File: config.mk
export PLATFORM = sky130hd
export DESIGN_NAME = rssc_top
export DESIGN_NICKNAME = d
export VERILOG_FILES = /design/src/pkg/rssc_pkg.sv /design/src/pkg/rssc_slot_if.sv /design/src/verilog/rssc_top.sv /design/src/verilog/rssc_slot_decode.sv
export SDC_FILE = /design/constraint.sdc
export NUM_CORES = 1
export LEC_CHECK = 0
export ABC_AREA = 1
export BUFFER_PORTS_ARGS = -buffer_cell sky130_fd_sc_hd__buf_2
export CAP_MARGIN = 20
export CORE_MARGIN = 8
export CORE_UTILIZATION = 35
export CTS_CLUSTER_SIZE = 8
export DETAILED_ROUTE_END_ITERATION = 8
export GPL_TIMING_DRIVEN = 0
export MAX_ROUTING_LAYER = met4
export PLACE_DENSITY = 0.63
export SLEW_MARGIN = 20
export SYNTH_ARGS = -nofsm -noshare
export SYNTH_HDL_FRONTEND = slang
export SYNTH_SLANG_ARGS = --single-unit
File: constraint.sdc
create_clock -name clk_in -period 1.4 [get_ports clk_in]
set_clock_uncertainty 0.05 [all_clocks]
set_input_delay 0.07 -clock clk_in [delete_from_list [all_inputs] [get_ports clk_in]]
set_output_delay 0.07 -clock clk_in [all_outputs]
set_load 0.02 [all_outputs]
File: src/pkg/rssc_pkg.sv
package rssc_pkg;
   // register port shape
   localparam int ADDR_W = 8;
   localparam int DATA_W = 8;
   localparam int SLOT_W = 4;
   localparam int N_RAILS = 4;

   // slot register map
   localparam logic [ADDR_W-1:0] SW_LDO_ADDR = 8'h25;
   localparam logic [ADDR_W-1:0] GP_OUT_ADDR = 8'h26;
   // unlock key port and status, placed next to nothing else
   localparam logic [ADDR_W-1:0] UNLOCK_ADDR = 8'h10;
   localparam logic [ADDR_W-1:0] STATUS_ADDR = 8'h11;

   // reset values and the unlock key
   localparam logic [DATA_W-1:0] SW_LDO_RST = 8'hA7;
   localparam logic [DATA_W-1:0] GP_OUT_RST = 8'h35;
   localparam logic [DATA_W-1:0] UNLOCK_KEY = 8'h7D;
   localparam logic [DATA_W-1:0] READ_IDLE = 8'h00;

   // field positions inside the slot registers
   localparam int HI_SLOT_LSB = 4;
   localparam int LO_SLOT_LSB = 0;

   // status register fields
   localparam int STAT_EN_LSB = 0;
   localparam int STAT_ARMED_BIT = 4;
   localparam int STAT_REFUSED_BIT = 5;

   // rail index in the enable vector
   localparam int RAIL_LDO = 0;
   localparam int RAIL_SWITCH = 1;
   localparam int RAIL_GP_A = 2;
   localparam int RAIL_GP_C = 3;

   // strobe step window served by the sequencer
   localparam logic [SLOT_W-1:0] SLOT_FIRST = 4'h3;
   localparam logic [SLOT_W-1:0] SLOT_LAST = 4'hA;

   // true when a slot code places its output under the sequencer
   function automatic logic slot_active(input logic [SLOT_W-1:0] code);
      slot_active = (code >= SLOT_FIRST) && (code <= SLOT_LAST);
   endfunction
endpackage

File: src/pkg/rssc_slot_if.sv
`timescale 1ns/1ps
interface rssc_slot_if;
   import rssc_pkg::*;
   logic [SLOT_W-1:0] step;
   logic step_vld;
   logic [N_RAILS*SLOT_W-1:0] slots;
   logic [N_RAILS-1:0] hit;
   modport dec (input step, input step_vld, input slots, output hit);
   modport top (output step, output step_vld, output slots, input hit);
endinterface

File: src/verilog/rssc_top.sv
`timescale 1ns/1ps
// Summary of operation
// - a slot code from 3h to Ah enables its output when the sequencer reaches that strobe step.
// - a slot code of 0h to 2h or Bh to Fh keeps its output away from every strobe step.
// - the switch and ldo slot register at 0x25 holds the switch slot high and the ldo slot low, reset 0xA7.
// - the general output slot register at 0x26 holds output c high and output a low, reset 0x35.
module rssc_top
   import rssc_pkg::*;
(
   // clock and reset
   input wire logic clk_in,
   input wire logic nrst_in,
   // register port
   input wire logic [ADDR_W-1:0] addr_in,
   input wire logic [DATA_W-1:0] wr_data_in,
   input wire logic wr_in,
   input wire logic rd_in,
   output logic [DATA_W-1:0] rd_data_out,
   // sequencer strobe port
   input wire logic [SLOT_W-1:0] strobe_step_in,
   input wire logic strobe_vld_in,
   input wire logic seq_clear_in,
   // rail enables
   output logic ldo_en_out,
   output logic load_switch_en_out,
   output logic gp_output_a_en_out,
   output logic gp_output_c_en_out
);
   // stored state
   logic [DATA_W-1:0] sw_ldo_r;
   logic [DATA_W-1:0] sw_ldo_nxt;
   logic [DATA_W-1:0] gp_out_r;
   logic [DATA_W-1:0] gp_out_nxt;
   logic armed_r;
   logic armed_nxt;
   logic refused_r;
   logic refused_nxt;
   logic [N_RAILS-1:0] rail_en_r;
   logic [N_RAILS-1:0] rail_en_nxt;
   logic [DATA_W-1:0] rd_data_r;
   logic [DATA_W-1:0] rd_data_nxt;

   // address decode
   wire sel_sw_ldo = (addr_in == SW_LDO_ADDR);
   wire sel_gp_out = (addr_in == GP_OUT_ADDR);
   wire sel_unlock = (addr_in == UNLOCK_ADDR);
   wire sel_status = (addr_in == STATUS_ADDR);
   wire slot_sel = sel_sw_ldo | sel_gp_out;

   // write qualification against the unlock state
   wire key_write = wr_in && sel_unlock && (wr_data_in == UNLOCK_KEY);
   wire slot_write_ok = wr_in && slot_sel && armed_r;
   wire slot_write_bad = wr_in && slot_sel && !armed_r;

   // slot fields pulled out of the two registers
   wire [SLOT_W-1:0] load_switch_slot = sw_ldo_r[HI_SLOT_LSB +: SLOT_W];
   wire [SLOT_W-1:0] ldo_slot = sw_ldo_r[LO_SLOT_LSB +: SLOT_W];
   wire [SLOT_W-1:0] gp_output_c_slot = gp_out_r[HI_SLOT_LSB +: SLOT_W];
   wire [SLOT_W-1:0] gp_output_a_slot = gp_out_r[LO_SLOT_LSB +: SLOT_W];

   // per-rail strobe match from the decoder
   rssc_slot_if slot_bus ();
   assign slot_bus.step = strobe_step_in;
   assign slot_bus.step_vld = strobe_vld_in;
   assign slot_bus.slots = {gp_output_c_slot, gp_output_a_slot, load_switch_slot, ldo_slot};

   rssc_slot_decode #(
      .RAILS (N_RAILS)
   ) u_decode (
      .bus (slot_bus)
   );

   // next value of the slot registers; locked writes are dropped
   assign sw_ldo_nxt = (slot_write_ok && sel_sw_ldo) ? wr_data_in : sw_ldo_r;
   assign gp_out_nxt = (slot_write_ok && sel_gp_out) ? wr_data_in : gp_out_r;

   // unlock is good for exactly the next write of any kind
   assign armed_nxt = key_write ? 1'b1 : (wr_in ? 1'b0 : armed_r);

   // refused-write flag, cleared by a status read; a new refusal wins
   assign refused_nxt = slot_write_bad ? 1'b1 : ((rd_in && sel_status) ? 1'b0 : refused_r);

   // enables latch on a matching strobe; a match beats a clear
   assign rail_en_nxt = slot_bus.hit | (seq_clear_in ? '0 : rail_en_r);

   // status word
   wire [DATA_W-1:0] status_word = {2'b00, refused_r, armed_r, rail_en_r};

   // read mux; unmapped addresses read as zero
   wire [DATA_W-1:0] rd_mux = sel_sw_ldo ? sw_ldo_r :
                              sel_gp_out ? gp_out_r :
                              sel_status ? status_word :
                              READ_IDLE;
   assign rd_data_nxt = rd_in ? rd_mux : READ_IDLE;

   // slot registers
   always_ff @(posedge clk_in or negedge nrst_in) begin
      if (!nrst_in) begin
         sw_ldo_r <= SW_LDO_RST;
         gp_out_r <= GP_OUT_RST;
      end else begin
         sw_ldo_r <= sw_ldo_nxt;
         gp_out_r <= gp_out_nxt;
      end
   end

   // unlock and refusal flags
   always_ff @(posedge clk_in or negedge nrst_in) begin
      if (!nrst_in) begin
         armed_r <= 1'b0;
         refused_r <= 1'b0;
      end else begin
         armed_r <= armed_nxt;
         refused_r <= refused_nxt;
      end
   end

   // rail enables and read data
   always_ff @(posedge clk_in or negedge nrst_in) begin
      if (!nrst_in) begin
         rail_en_r <= '0;
         rd_data_r <= READ_IDLE;
      end else begin
         rail_en_r <= rail_en_nxt;
         rd_data_r <= rd_data_nxt;
      end
   end

   // outputs straight from flops
   assign rd_data_out = rd_data_r;
   assign ldo_en_out = rail_en_r[RAIL_LDO];
   assign load_switch_en_out = rail_en_r[RAIL_SWITCH];
   assign gp_output_a_en_out = rail_en_r[RAIL_GP_A];
   assign gp_output_c_en_out = rail_en_r[RAIL_GP_C];
endmodule

File: src/verilog/rssc_slot_decode.sv
`timescale 1ns/1ps
module rssc_slot_decode
   import rssc_pkg::*;
#(
   parameter int RAILS = N_RAILS
) (
   // strobe step and slot codes in, per-rail match out
   rssc_slot_if.dec bus
);
   // refuse shapes the slot vector cannot carry
   if (RAILS < 1 || RAILS > N_RAILS) begin : g_bad_rails
      $error("rail count out of range");
   end

   // one comparator per rail; codes outside the window never match
   for (genvar i = 0; i < RAILS; i++) begin : g_rail
      wire [SLOT_W-1:0] code = bus.slots[i*SLOT_W +: SLOT_W];
      assign bus.hit[i] = bus.step_vld && slot_active(code) && (code == bus.step);
   end
   for (genvar j = RAILS; j < N_RAILS; j++) begin : g_unused
      assign bus.hit[j] = 1'b0;
   end
endmodule

# After elaboration in Yosys (flattened, before gate mapping)
# Index checks and enable logic that the tools add are counted.
[word_totals] word_cells=57 inputBits=26 reg_bits=30
[op_classes] magnitude_cmp=8 n_eq_ne=9 reduce_logical=23 bitwise=2 muxes=9
[op_table] op="2-to-1 mux 8 bit" count=3
[op_table] op="logical AND 1 bit" count=20
[op_table] op="equality test 4 bit" count=4
[op_table] op="equality test 8 x 5 -> 1 bit (second input constant)" count=2
[op_table] op="equality test 8 x 6 -> 1 bit (second input constant)" count=2
[op_table] op="greater-or-equal comparator 4 x 2 -> 1 bit (second input constant)" count=4
[op_table] op="less-or-equal comparator 4 bit (second input constant)" count=4
[op_table] op="equality test 8 x 7 -> 1 bit (second input constant)" count=1
[op_table] op="2-to-1 mux 6 bit" count=1
[op_table] op="2-to-1 mux 1 bit" count=4
[op_table] op="2-to-1 mux 4 bit" count=1
[op_table] op="OR 4 bit" count=1
[op_table] op="nonzero test 2 bit" count=2
[op_table] op="zero test 1 bit" count=1
[op_table] op="OR 1 bit" count=1

# Longest topological paths before layout
[logic_depth] word_depth=5 ltp_mapped=9

# Hierarchy
# From an unflattened synthesis, not the netlist that was laid out.
[hier_totals] hier_cells=266 area_unflattened_um2=1815.5
[modules_own_cells] mod="rssc_top" seq_area_each_um2=762.0 area_per_inst_um2=1446.4 n_inst=1 cells_each=168
[modules_own_cells] mod="rssc_slot_decode" seq_area_each_um2=0.0 area_per_inst_um2=369.1 n_inst=1 cells_each=98

# Worst setup path after synthesis
# Ideal clock, no wire load.
[synth_timing] path_kind="flip-flop to flip-flop" start="register gp_out_r[0]" end="register rail_en_r[2]" setup_time_ns=0.122 stages_incl_launch_ff=6 path_slack_ns=0.283 n_path_buf=0 arrival_time_ns=0.945 period_less_slack_ns=1.117 cell_sequence="dfstp_2 inv_1 o21ai_0 o21ai_0 nand3_1 o21ai_1"
[synth_between] elab_chain_cells=5 elab_cells_between_ends=7 classes_between="order compare (2); eq/ne (1); bitwise (1); reduce/logical (3)"
[synth_rtl] element="start, declared" line="rssc_top.sv:32" source="logic [DATA_W-1:0] gp_out_r;"
[synth_rtl] element="start signal, assigned" line="rssc_top.sv:103" source="gp_out_r <= gp_out_nxt;"
[synth_rtl] element="greater-or-equal comparator 4 x 2 -> 1 bit or less-or-equal comparator 4 bit (tied branches)" line="rssc_pkg.sv:42" source="slot_active = (code >= SLOT_FIRST) && (code <= SLOT_LAST);"
[synth_rtl] element="logical AND 1 bit" line="rssc_pkg.sv:42"
[synth_rtl] element="logical AND 1 bit" line="rssc_slot_decode.sv:18" source="assign bus.hit[i] = bus.step_vld && slot_active(code) && (code == bus.step);"
[synth_rtl] element="logical AND 1 bit *" line="rssc_slot_decode.sv:18"
[synth_rtl] element="OR 4 bit *" line="rssc_top.sv:84" source="assign rail_en_nxt = slot_bus.hit | (seq_clear_in ? '0 : rail_en_r);"
[synth_rtl] element="via rail_en_nxt[2]" line="rssc_top.sv:39" source="logic [N_RAILS-1:0] rail_en_nxt;"
[synth_rtl] element="end signal, assigned" line="rssc_top.sv:124" source="rail_en_r <= rail_en_nxt;"
[synth_rtl] element="end, declared" line="rssc_top.sv:38" source="logic [N_RAILS-1:0] rail_en_r;"
# Mark *: on every way through the listed nets, which the timed path passes. The rest lies on a longest branch.
# A chain may end at the register's enable or synchronous reset.

# Final worst setup path
[layout_timing] start="register gp_out_r[4]" end="register rail_en_r[3]"
# Same word-level chain as after synthesis.

==> flow_metrics.tcl <==
set metrics [dict create \
    syn_area_um2 1699 \
    post_cts_resized 0 \
    insertion_delay_ps 280 \
    hp-class "input pin to register" \
    path_clk_slew_ps 60 \
    maxCapViolations 0 \
    post-place-cells 312 \
    grt_max_degree 31 \
    synthToLayoutAreaGrowth_pct 25.55 \
    synthMuxAreaShare_pct 0 \
    totalWireLength_um 4251 \
    nNetsFinal 300 \
    arrival_ps 1380 \
    tightest_slew_ps 679.4 \
    via_count 1553 \
    synth_fa_ha_area_share_pct 0 \
    drt_iter0_drc 89 \
    htree_num_levels 2 \
    synth.distinct_cells 31 \
    cts_root_buf "clkbuf_8" \
    antenna_found_initial 0 \
    first_pass_iters 4 \
    ys_seq_area_share_pct 44.85 \
    total_power_w 0.001759 \
    yosys.area.top_type "dfrtp_1" \
    die_area_um2 7340 \
    synth-edff-count 0 \
    synth-compound-area-share_pct 13.84 \
    ant_nets 0 \
    slew_headroom_pct 54.71 \
    final_hold_viol_count 0 \
    numClockSinks 30 \
    layout.cells.non_filler 329 \
    grt_setup_unrepaired "false" \
    leakage_nw 1.173 \
    grt_pass1_wl_um 6893 \
    cts_tree "yes" \
    io_pins 38 \
    synth_top_family_by_area "simple AND/OR/NAND/NOR gates" \
    grt_pass1_vias 1487 \
    drt-wirelength-per-cell_um 12.92 \
    drc 0 \
    die_h_um 85.68 \
    postSynthCellCount 221 \
    chipWidth_um 85.68 \
    core_um2 4692 \
    antennaDiodeCount 0 \
    cts.path.max_buffers 2 \
    gr-total-overflow 0 \
    period_needed_ps 1209 \
    setup_viol 0 \
    synthFlopType "dfrtp_1" \
    yosysWarnings 0 \
    fin_tns_setup_ps 0 \
    crit_path_start_kind "register" \
    ys_top_cells_by_area "dfrtp_1 31%, nand2_1 15%, dfstp_2 14%, inv_1 7.5%, nor2_1 4.4%" \
    critPathRequiredTime_ps 1570 \
    cp-end-kind "register" \
    initial_core_util_pct 36.21 \
    synth.net_count 247 \
    worstSetupPathType "register to register" \
    grt.total_usage_pct 12.30 \
    min_period_over_period_pct 86.34 \
    synthArstFlopShare_pct 100.0 \
    ir_drop_v 0.0003255 \
    utilization_pct 45.47 \
    whs_ps 5.899 \
    synth_top_area_share_pct 30.93 \
    ys_top_cells_by_count "67 x nand2_1, 34 x inv_1, 21 x dfrtp_1, 20 x nor2_1" \
    hpwl_um 3316 \
    row_count 25 \
    gp_congestion 0.8549 \
    synthXorXnorAreaFrac_pct 1.546 \
    worstPathMaxFanout 3 \
    drive_above_1_share_pct 27.27 \
    via_per_inst 4.720 \
    synthSimpleGateAreaFrac_pct 30.63 \
    clock.fmax_mhz 827.3 \
    status "finished clean" \
    port-buffer-count 37 \
    powerDensity_nw_per_um2 824.6 \
    drv_slew 0 \
    n_fill_cell 477 \
    numCtsBuffers 5 \
    cts_setup_buffers 0 \
    yosysMostFrequentCell "nand2_1" \
    syn_area_per_cell_um2 7.688 \
    synth-seq-cells 30 \
]
[state kept, by name (all words and copies together) (netlist names)]
signal	cells
armed_r	1
gp_out_r	8
rail_en_r	4
rd_data_out	8
refused_r	1
sw_ldo_r	8
[timing repair]
item	in CTS	in global routing
setup endpoints to repair	0	0
hold endpoints to repair	29	0
hold buffers	9	0
[worst max-delay path, cell delays in order (launching register included)]
cell and delay, ps:
dfstp_2 550, inv_1 80, o21bai_1 170, nand2_1 60, o21ai_0 70, nand3_1 110, nand2_1 70
[per-stage QoR]
step | cell area, µm² | setup slack (ps)
after global routing | 2133 | 111.3
final | 2133 | 191.2
after global placement | 1952 | 92.02
after floorplan | 1699 | 282.9
after detailed placement | 1952 | 92.28
after CTS | 2133 | 186.4
[kinds of logic after synthesis]
family	after synthesis
AND/OR/NAND/NOR	113
buffers and inverters	38
AO/OA/AOI/OAI	37
flip-flops	30
XOR/XNOR	3
[where the power goes]
part           leakage, nW  switching (W)  total [W]  internal [W]
logic                0.738      0.0000971   0.000163     0.0000664
registers            0.386     0.00000365   0.000879      0.000875
clock network       0.0482       0.000321   0.000717      0.000396
total                 1.17       0.000422    0.00176       0.00134
[metal layers]
layer	GRT usage, %	vias to the layer above	wire length [µm]
met4	4.936	0	79
met2	19.11	52	1960
met5	-	-	0
met3	3.916	10	332
li1	-	805	-
met1	14.43	686	1877
[worst paths after layout]
path | endpoint | slack, ps | cells past startpoint | start
setup / recovery | rail_en_r[3] | 190 | 6 | gp_out_r[4]
setup reg to reg | rail_en_r[3] | 190 | 6 | gp_out_r[4]
min in group asynchronous | rd_data_out[3] | 310 | 2 | nrst_in
hold / removal | rd_data_out[0] | 6 | 3 | rd_in
hold reg to reg | sw_ldo_r[7] | 440 | 2 | sw_ldo_r[7]
max in group asynchronous | sw_ldo_r[3] | 550 | 2 | nrst_in
[final cells by class]
cell class	instances	area (µm²)	share of cell area, %
inverter	37	143.9	6.745
sequential	30	762.0	35.72
timing repair buffer	46	275.3	12.90
clock inverter	1	5.005	0.2346
buffer	1	11.26	0.5279
clock buffer	7	86.33	4.047
multi-input combinational	153	782.0	36.66
tap	54	67.56	3.167
[cells in the final DEF (no fill, tap or decap), drive strengths merged, types with 2 or more instances in the layout]
cell type	netlist	final
nand2	70	70
dfrtp	21	21
o21bai	2	2
clkbuf	0	7
inv	37	37
nor2	23	23
nand4	4	4
buf	1	38
a21oi	8	8
o22ai	4	4
dfstp	9	9
xor2	3	3
dlygate4sd3	0	9
o21ai	19	19
o211ai	3	3
nor3	2	2
nand3	12	12
Power figures use the tool's default switching activity.
